$ cat src/verilog/adc_pkg.sv
// Shared constants and types for the converter handshake pair
package adc_pkg;
  // ==========================================================
  // Widths
  localparam int CH_W          = 5;
  localparam int RES_W         = 12;
  localparam int TMR_W         = 12;
  // ==========================================================
  // Timing counts, in converter clock cycles (pclk)
  localparam int CAL_CYCLES    = 3840;
  localparam int SAMPLE_CYCLES = 4;
  localparam int CONV_CYCLES   = 13;
  // ==========================================================
  // Register offsets, byte addresses
  localparam logic [7:0] CTRL_OFF  = 8'h00;
  localparam logic [7:0] START_OFF = 8'h04;
  localparam logic [7:0] STAT_OFF  = 8'h08;
  localparam logic [7:0] RES_OFF   = 8'h0C;
  localparam logic [7:0] ISTAT_OFF = 8'h10;
  localparam logic [7:0] IMASK_OFF = 8'h14;
  // ==========================================================
  // Field positions
  localparam int CTRL_EN_BIT   = 0;
  localparam int CTRL_CH_LSB   = 8;
  localparam int START_BIT     = 0;
  localparam int ST_CAL_BIT    = 0;
  localparam int ST_SAMP_BIT   = 1;
  localparam int ST_BUSY_BIT   = 2;
  localparam int ST_RDY_BIT    = 3;
  localparam int EV_DONE_BIT   = 0;
  localparam int EV_CAL_BIT    = 1;
  localparam int EV_REF_BIT    = 2;
  localparam int EV_W          = 3;
  // ==========================================================
  // Reset values
  localparam logic [31:0] CTRL_RST  = 32'h0000_0000;
  localparam logic [EV_W-1:0] IMASK_RST = 3'h0;
  // ==========================================================
  // Converter sequence states, Gray along cal-idle-sample-convert
  typedef enum logic [1:0] {
    ST_CAL     = 2'h0,
    ST_IDLE    = 2'h1,
    ST_SAMPLE  = 2'h3,
    ST_CONVERT = 2'h2
  } conv_state_t;
endpackage : adc_pkg

$ cat src/verilog/adc_link_if.sv
// Handshake wires between the converter and its controlling logic
`timescale 1ns/1ps
interface adc_link_if;
  import adc_pkg::*;
  logic             conv_trigger;
  logic [CH_W-1:0]  channel_select;
  logic             sampling;
  logic             busy;
  logic             result_ready;
  logic [RES_W-1:0] result;
  logic             cal_active;

  modport conv (
    input  conv_trigger,
    input  channel_select,
    output sampling,
    output busy,
    output result_ready,
    output result,
    output cal_active
  );
  modport ctrl (
    output conv_trigger,
    output channel_select,
    input  sampling,
    input  busy,
    input  result_ready,
    input  result,
    input  cal_active
  );
endinterface : adc_link_if

$ cat src/verilog/adc_conv_end.sv
// Converter end: calibration, sample and convert sequence, result hold
//
// How it works
// - Requests refused during calibration or before configuration
// - One-cycle trigger starts sampling then conversion
// - Channel presented with trigger is converted
// - Accepted request raises sampling and busy
// - Sampling falls after hold, busy stays
// - Completion drops busy, raises ready, result
// - Ready holds until next request, clocked fall
// - Result bus held until ready rises again
// - Controller captures result only while ready
// - Calibration runs fixed cycles after reset release
//
// Decided for this implementation: the address map and the APB register port.
`timescale 1ns/1ps
module adc_conv_end
  import adc_pkg::*;
#(
  parameter int CAL_N    = CAL_CYCLES,
  parameter int SAMPLE_N = SAMPLE_CYCLES,
  parameter int CONV_N   = CONV_CYCLES
) (
  input  wire logic             pclk,
  input  wire logic             presetn,
  adc_link_if.conv              link,
  input  wire logic             converter_reset,
  input  wire logic [RES_W-1:0] mux_code,
  output logic      [CH_W-1:0]  mux_channel,
  output logic                  cal_done,
  output logic                  trigger_ignored,
  output logic      [CH_W-1:0]  result_channel
);
  // ==========================================================
  // State
  typedef struct packed {
    conv_state_t      st;
    logic [CH_W-1:0]  chan;
    logic [CH_W-1:0]  res_chan;
    logic [RES_W-1:0] code;
    logic [RES_W-1:0] result;
    logic             sampling;
    logic             busy;
    logic             ready;
    logic             cal_active;
    logic             cal_done;
    logic             ignored;
    logic             cal_arm;
  } conv_t;

  localparam logic [TMR_W-1:0] CAL_LOAD    = TMR_W'(CAL_N - 1);
  localparam logic [TMR_W-1:0] SAMPLE_LOAD = TMR_W'(SAMPLE_N - 1);
  localparam logic [TMR_W-1:0] CONV_LOAD   = TMR_W'(CONV_N - 1);

  conv_t            cv_ff;
  conv_t            nxt_cv;
  logic             tmr_load;
  logic [TMR_W-1:0] tmr_val;
  logic             tmr_done;

  // ==========================================================
  // Phase timer
  phase_timer #(
    .W        (TMR_W)
  ) u_timer (
    .pclk     (pclk),
    .presetn  (presetn),
    .load     (tmr_load),
    .load_val (tmr_val),
    .expired  (tmr_done)
  );

  // ==========================================================
  // Sequence
  always_comb begin
    nxt_cv         = cv_ff;
    nxt_cv.cal_done = 1'b0;
    nxt_cv.ignored  = 1'b0;
    tmr_load       = 1'b0;
    tmr_val        = CAL_LOAD;
    if (converter_reset || cv_ff.cal_arm) begin
      // Reset held, or first cycle after presetn: reload calibration
      nxt_cv.cal_arm    = 1'b0;
      nxt_cv.st         = ST_CAL;
      nxt_cv.sampling   = 1'b0;
      nxt_cv.busy       = 1'b0;
      nxt_cv.ready      = 1'b0;
      nxt_cv.cal_active = 1'b1;
      tmr_load          = 1'b1;
      tmr_val           = CAL_LOAD;
    end else begin
      case (cv_ff.st)
        ST_CAL: begin
          nxt_cv.cal_active = 1'b1;
          if (link.conv_trigger) begin
            nxt_cv.ignored = 1'b1;
          end
          if (tmr_done) begin
            nxt_cv.st         = ST_IDLE;
            nxt_cv.cal_active = 1'b0;
            nxt_cv.cal_done   = 1'b1;
          end
        end
        ST_IDLE: begin
          if (link.conv_trigger) begin
            nxt_cv.st       = ST_SAMPLE;
            nxt_cv.chan     = link.channel_select;
            nxt_cv.sampling = 1'b1;
            nxt_cv.busy     = 1'b1;
            nxt_cv.ready    = 1'b0;
            tmr_load        = 1'b1;
            tmr_val         = SAMPLE_LOAD;
          end
        end
        ST_SAMPLE: begin
          // Overlapping requests are dropped rather than restarting
          if (link.conv_trigger) begin
            nxt_cv.ignored = 1'b1;
          end
          if (tmr_done) begin
            nxt_cv.st       = ST_CONVERT;
            nxt_cv.code     = mux_code;
            nxt_cv.sampling = 1'b0;
            tmr_load        = 1'b1;
            tmr_val         = CONV_LOAD;
          end
        end
        ST_CONVERT: begin
          if (link.conv_trigger) begin
            nxt_cv.ignored = 1'b1;
          end
          if (tmr_done) begin
            nxt_cv.st       = ST_IDLE;
            nxt_cv.busy     = 1'b0;
            nxt_cv.ready    = 1'b1;
            // Result and its channel change only here
            nxt_cv.result   = cv_ff.code;
            nxt_cv.res_chan = cv_ff.chan;
          end
        end
        default: begin
          nxt_cv.st = ST_CAL;
        end
      endcase
    end
  end

  always_ff @(posedge pclk or negedge presetn) begin
    if (!presetn) begin
      cv_ff            <= '0;
      cv_ff.st         <= ST_CAL;
      cv_ff.cal_active <= 1'b1;
      cv_ff.cal_arm    <= 1'b1;
    end else begin
      cv_ff <= nxt_cv;
    end
  end

  // ==========================================================
  // Outputs, all straight from the state flops
  assign link.sampling     = cv_ff.sampling;
  assign link.busy         = cv_ff.busy;
  assign link.result_ready = cv_ff.ready;
  assign link.result       = cv_ff.result;
  assign link.cal_active   = cv_ff.cal_active;
  assign mux_channel       = cv_ff.chan;
  assign cal_done          = cv_ff.cal_done;
  assign trigger_ignored   = cv_ff.ignored;
  assign result_channel    = cv_ff.res_chan;
endmodule : adc_conv_end

$ cat src/verilog/phase_timer.sv
// Down counter that times one phase of the converter sequence
`timescale 1ns/1ps
module phase_timer #(
  parameter int W = 12
) (
  input  wire logic         pclk,
  input  wire logic         presetn,
  input  wire logic         load,
  input  wire logic [W-1:0] load_val,
  output logic              expired
);
  typedef struct packed {
    logic [W-1:0] cnt;
  } tmr_t;

  tmr_t tmr_ff;
  tmr_t nxt_tmr;

  always_comb begin
    nxt_tmr = tmr_ff;
    if (load) begin
      nxt_tmr.cnt = load_val;
    end else if (tmr_ff.cnt != '0) begin
      nxt_tmr.cnt = tmr_ff.cnt - 1'b1;
    end
  end

  always_ff @(posedge pclk or negedge presetn) begin
    if (!presetn) begin
      tmr_ff <= '0;
    end else begin
      tmr_ff <= nxt_tmr;
    end
  end

  assign expired = (tmr_ff.cnt == '0);
endmodule : phase_timer

$ cat src/flat_wrapper.sv
// flat-port wrapper written by rule: the top's interface ports become plain ports
module adc_conv_end_flat import adc_pkg::*;
#(
  parameter int CAL_N    = CAL_CYCLES,
  parameter int SAMPLE_N = SAMPLE_CYCLES,
  parameter int CONV_N   = CONV_CYCLES
)
  (pclk, presetn, converter_reset, mux_code, mux_channel, cal_done, trigger_ignored, result_channel, link_conv_trigger, link_channel_select, link_sampling, link_busy, link_result_ready, link_result, link_cal_active);
  adc_link_if link_i ();
  input  wire logic pclk;
  input  wire logic presetn;
  input  wire logic converter_reset;
  input  wire logic [RES_W-1:0] mux_code;
  output logic      [CH_W-1:0] mux_channel;
  output logic cal_done;
  output logic trigger_ignored;
  output logic      [CH_W-1:0] result_channel;
  input wire logic [$bits(link_i.conv_trigger)-1:0] link_conv_trigger;
  input wire logic [$bits(link_i.channel_select)-1:0] link_channel_select;
  output wire logic [$bits(link_i.sampling)-1:0] link_sampling;
  output wire logic [$bits(link_i.busy)-1:0] link_busy;
  output wire logic [$bits(link_i.result_ready)-1:0] link_result_ready;
  output wire logic [$bits(link_i.result)-1:0] link_result;
  output wire logic [$bits(link_i.cal_active)-1:0] link_cal_active;
  assign link_i.conv_trigger = link_conv_trigger;
  assign link_i.channel_select = link_channel_select;
  assign link_sampling = link_i.sampling;
  assign link_busy = link_i.busy;
  assign link_result_ready = link_i.result_ready;
  assign link_result = link_i.result;
  assign link_cal_active = link_i.cal_active;
  adc_conv_end #(.CAL_N(CAL_N), .SAMPLE_N(SAMPLE_N), .CONV_N(CONV_N)) u_core (.pclk(pclk), .presetn(presetn), .link(link_i), .converter_reset(converter_reset), .mux_code(mux_code), .mux_channel(mux_channel), .cal_done(cal_done), .trigger_ignored(trigger_ignored), .result_channel(result_channel));
endmodule
$ cat config.mk
export PLATFORM = sky130hd
export DESIGN_NAME = adc_conv_end_flat
export DESIGN_NICKNAME = d
export VERILOG_FILES = /design/src/verilog/adc_pkg.sv /design/src/verilog/adc_link_if.sv /design/src/verilog/adc_conv_end.sv /design/src/verilog/phase_timer.sv /design/src/flat_wrapper.sv
export SDC_FILE = /design/constraint.sdc
export NUM_CORES = 1
export LEC_CHECK = 0
export BUFFER_PORTS_ARGS = -buffer_cell sky130_fd_sc_hd__clkbuf_2
export CAP_MARGIN = 20
export CORE_MARGIN = 2
export CORE_UTILIZATION = 59
export DETAILED_ROUTE_END_ITERATION = 10
export PLACE_DENSITY = 0.93
export SLEW_MARGIN = 20
export SYNTH_ARGS = -nofsm -noshare
export SYNTH_HDL_FRONTEND = slang
export SYNTH_HIERARCHICAL = 1
export SYNTH_SLANG_ARGS = --single-unit
$ cat constraint.sdc
create_clock -name pclk -period 7.7 [get_ports pclk]
set_clock_uncertainty 0.15 [all_clocks]
set_input_delay 0 -clock pclk [delete_from_list [all_inputs] [get_ports pclk]]
set_output_delay 0 -clock pclk [all_outputs]
set_load 0.1 [all_outputs]
==> flow_results.org <==
** Status
- Run status :: completed

** STA
- Count of final max-slew check failures :: 0
- Headroom to the max-slew limit :: a little over two fifths
- For the pin with the worst max-slew slack, the measured transition is 873 ps.
- Setup repair after global routing left no endpoint under its margin.
- Peak Freq :: 303 MHz
- For the final routed database, the setup TNS stands at 0 ps.
- Final hold viol count :: 0
- Setup violations remaining at the end of the flow were counted as 0.
- Final worst path period share :: ~43%
- Post-layout minimum cycle time :: 3310 ps

** Global routing
- Entering global routing, the biggest net connects 56 pins.
- Total congestion overflow :: 0
- The first global-routing pass estimated 8350 microns of wire.
- Across every metal layer, demand over resource in global routing totals 21.8%.
- The number of global-route vias before repair is ~1800.
- The number of antenna violations at the first check in global routing is 0.

** Worst setup path
- Critical path cell sequence :: inv_1 > ha_1 > nor4b_2 > nand3_1 > inv_2 > and2_1 > and3_1 > nor2_1 > a221o_1
- Crit-path leading delay family :: simple AND/OR/NAND/NOR gates
- Reg-to-reg setup timing slack :: between 4000 and 5000 ps
- Endpoint required time on the critical path :: 7750 ps
- Critical Path Source Type :: flop
- In this run the critical register-to-register path is captured at u_core/u_timer/tmr_ff[11]$_DFFE_PN0P_.
- In this run the worst path has a maximum fanout of 14.
- Worst Setup End Kind :: flop
- Critical-path cell with the highest stage delay :: sky130_fd_sc_hd__and3_1
- The critical path runs through a total of 9 cells.
- Worst endpoint data arrival time :: approximately 3400 ps
- The critical path is of the flop to flop type.
- The startpoint identified for the worst register-to-register timing path is u_core/u_timer/tmr_ff[0]$_DFFE_PN0P_.
- Number of cells on the worst reg-to-reg path :: 9
- Max incr delay on CP :: roughly 600 ps
- The critical path contains buffers and inverters numbering 2 combined.

** Flow run
- Max-cap violations in this run came to 0.

** Synth
- By area the synthesized netlist is led by sky130_fd_sc_hd__dfrtp_1 51%, sky130_fd_sc_hd__mux2_2 15%, sky130_fd_sc_hd__buf_4 6.6%, sky130_fd_sc_hd__dfstp_2 2.0%, sky130_fd_sc_hd__nand2_1 1.7%.
- For this run, asynchronously set or reset flops after synthesis account for 100%.
- The mapped netlist covers 2600 sq um.
- EDFF count, synth :: 0
- The synthesized design spends more area on one cell type than any other, namely sky130_fd_sc_hd__dfrtp_1.
- After synthesis, the largest area contributor takes up 51.0% of total cell area.
- Netlist cell types :: 48
- In this run, synthesis produced a sequential element count of 55.
- The cell count after synthesis came out at about 210.
- Yosys printed 6 warnings.
- Portion of the post-synthesis area used by sequential elements :: 53.1%
- For this run, the leading register cell type out of synthesis is sky130_fd_sc_hd__dfrtp_1.
- A synthesized cell averages around 12 sq um.

** Route
- Number of detailed-route iterations in the first pass :: 4
- Average wire length per cell after detail routing :: about 16 microns
- For this run, design rule violations remaining after detail routing come to 0.
- Once detail routing completed, the nets flagged for antenna violations numbered 0.
- Via count :: roughly 1700
- Summed over all layers, the routed wires come to between 4000 and 5000 microns.
- The detailed router finished its first iteration with between 100 and 150 violations.
- In the routed layout, each cell is associated on average with a via count of around 5.5.

** Pwr
- Power spread over the standard cell area amounts to roughly 160 nW/um^2.
- Leakage power :: between 0.001 and 0.0015 uW
- The completed layout was analyzed and its total power is approximately 500 uW.
- VDD IR max :: 0.147 mV

** Die
- The initial utilization of the core area, before any placement, comes to 60.5%.
- The die covers about 5000 sq um.
- Vertical die dimension :: 70.4 microns
- The die is roughly 70 microns wide.
- After floorplanning, the core was divided into 24 placement rows.
- Area of the core :: about 4300 sq um
- Boundary Pins :: ~50

** Placed design
- Port buffering added 48 buffers.
- Placed instance count :: ~280
- Detailed placement ended at an HPWL of between 3000 and 4000 microns.
- The congestion estimate from routability-driven global placement came to between 0.9 and 1.

** Final layout
- Number of inserted diodes :: 0
- Number of cells in the finished layout apart from fillers :: about 310
- Multi-input logic area :: between 900 and 1000 sq um
- # nets final :: 282
- Relative to the synthesized area, the layout overhead comes to 14.9%.
- Number of fillers in the final layout :: ~280
- Fraction of final layout cells with drive strength greater than 1 :: about 39%
- Register area :: approximately 1400 sq um

** Clocking
- The number of gates resized after CTS was 0.
- Clock-pin slew was measured on the worst setup and hold paths at ~90 ps.
- No sink is reached through more buffers than the 2 on the longest clock path.
- CTS root buffer :: sky130_fd_sc_hd__clkbuf_8
- Clock tree synthesis inserted a total of 5 buffers.
- CTS saw between 50 and 60 sinks.
- Clock latency on the worst-skew pair, taken at its later pin, is 310 ps.
- Clock tree from TritonCTS :: built
- The H-tree was split into 2 levels.

** Worst hold path
- The min-delay analysis places its worst path in the category input pin to asynchronous set/reset pin.
## cells in the final DEF, fill, tap and decap left out, types with 2 or more instances in the layout
cell / n
sky130_fd_sc_hd__o31ai_1: 2
sky130_fd_sc_hd__nand2_1: 12
sky130_fd_sc_hd__a21oi_1: 8
sky130_fd_sc_hd__o21ai_1: 2
sky130_fd_sc_hd__nand3_1: 2
sky130_fd_sc_hd__o21ai_0: 7
sky130_fd_sc_hd__xnor2_1: 4
sky130_fd_sc_hd__nor2b_1: 2
sky130_fd_sc_hd__mux2_2: 35
sky130_fd_sc_hd__dfstp_2: 2
sky130_fd_sc_hd__nand2b_1: 3
sky130_fd_sc_hd__dlygate4sd3_1: 20
sky130_fd_sc_hd__o31a_1: 3
sky130_fd_sc_hd__nor2_1: 6
sky130_fd_sc_hd__conb_1: 2
sky130_fd_sc_hd__dfrtp_1: 53
sky130_fd_sc_hd__inv_1: 7
sky130_fd_sc_hd__nor3_1: 2
sky130_fd_sc_hd__nor4_2: 2
sky130_fd_sc_hd__clkbuf_8: 5
sky130_fd_sc_hd__a22o_1: 3
sky130_fd_sc_hd__ha_1: 2
sky130_fd_sc_hd__clkbuf_2: 48
## repair_timing
action,CTS,global route
setup buffers,0,0
hold buffers,20,0
endpoints found under the hold margin,76,0
endpoints found under the setup margin,0,0
## final cells by class
class                      instances  share of cell area (%)
clock inverter                     2                   0.545
sequential                        55                    46.2
clock buffer                       6                    2.43
timing repair buffer              69                    15.0
multi-input combinational        120                    32.7
tap                               52                    2.18
inverter                           8                    1.01
## layer usage
layer	vias to the layer above	global-route usage (%)	wire, microns
met3	7	5.48	196
met1	831	29.4	2150
met2	52	34.4	2570
met5	-	0	0
met4	0	7.69	68
li1	817	-	-
## logic make-up (layout without fill, tap and decap cells)
group / count (synthesis) / after routing / synth area share [%]
adder cells (fa/ha/maj): 2 / 2 / 0.963
other: 1 / 2 / 0.144
flip-flops: 55 / 55 / 53.1
buffers and inverters: 38 / 85 / 9.53
multiplexers: 36 / 36 / 15.6
XOR/XNOR: 5 / 5 / 1.69
AO/OA/AOI/OAI: 33 / 33 / 8.47
AND/OR/NAND/NOR: 42 / 42 / 10.6
## worst max path at each step
stage,start,to
floorplan,u_core/u_timer/tmr_ff[0]$_DFFE_PN0P_,u_core/u_timer/tmr_ff[11]$_DFFE_PN0P_
global placement,u_core/u_timer/tmr_ff[0]$_DFFE_PN0P_,u_core/u_timer/tmr_ff[11]$_DFFE_PN0P_
detailed placement,u_core/u_timer/tmr_ff[0]$_DFFE_PN0P_,u_core/u_timer/tmr_ff[11]$_DFFE_PN0P_
CTS,u_core/u_timer/tmr_ff[0]$_DFFE_PN0P_,u_core/u_timer/tmr_ff[11]$_DFFE_PN0P_
global route,u_core/u_timer/tmr_ff[0]$_DFFE_PN0P_,u_core/u_timer/tmr_ff[11]$_DFFE_PN0P_
finish,u_core/u_timer/tmr_ff[0]$_DFFE_PN0P_,u_core/u_timer/tmr_ff[11]$_DFFE_PN0P_
## sequential cells by signal, summed over array words and instances, names as in the netlist
register	cells
u_core/u_timer/tmr_ff	12
u_core/link.result	12
u_core/cal_done	1
u_core/link.cal_active	1
u_core/trigger_ignored	1
u_core/link.busy	1
u_core/link.result_ready	1
u_core/cv_ff	15
u_core/link.sampling	1
u_core/result_channel	5
u_core/mux_channel	5
## per-stage QoR
stage / util, % / cell area [sq um] / hold WS [ps] / setup slack, ps
finish: 69.6 / 2990 / 196 / 4390
floorplan: - / 2600 / -446 / 5000
detailed placement: 62.8 / 2700 / 17.9 / 4460
global route: 69.6 / 2990 / 291 / 4150
global placement: 62.8 / 2700 / 18.4 / 4710
CTS: 69.6 / 2990 / 232 / 4430
## synthesized netlist by cell type, types with 2 or more instances
cell and n:
sky130_fd_sc_hd__dfrtp_1 53, sky130_fd_sc_hd__mux2_2 35, sky130_fd_sc_hd__buf_4 23, sky130_fd_sc_hd__nand2_1 12, sky130_fd_sc_hd__a21oi_1 8, sky130_fd_sc_hd__inv_1 7, sky130_fd_sc_hd__o21ai_0 7, sky130_fd_sc_hd__nor2_1 6
sky130_fd_sc_hd__clkbuf_1 5, sky130_fd_sc_hd__xnor2_1 4, sky130_fd_sc_hd__a22o_1 3, sky130_fd_sc_hd__nand2b_1 3, sky130_fd_sc_hd__o31a_1 3, sky130_fd_sc_hd__dfstp_2 2, sky130_fd_sc_hd__ha_1 2, sky130_fd_sc_hd__nand3_1 2
sky130_fd_sc_hd__nor2b_1 2, sky130_fd_sc_hd__nor3_1 2, sky130_fd_sc_hd__nor4_2 2, sky130_fd_sc_hd__o21ai_1 2, sky130_fd_sc_hd__o31ai_1 2
## power breakdown
part           switching, uW  internal, uW
Sequential              4.32           292
Combinational           17.2          15.5
Clock                   94.5          65.5
## worst reg2reg max path: cells and delay by family (launching register included)
| kind | cells | cell delay, ps |
|---|---|---|
| AO/OA/AOI/OAI | 1 | 410 |
| buffers and inverters | 2 | 360 |
| adder cells (fa/ha/maj) | 1 | 170 |
| flip-flops | 1 | 410 |
| AND/OR/NAND/NOR | 5 | 1690 |
(Power assumes the default switching activity.)
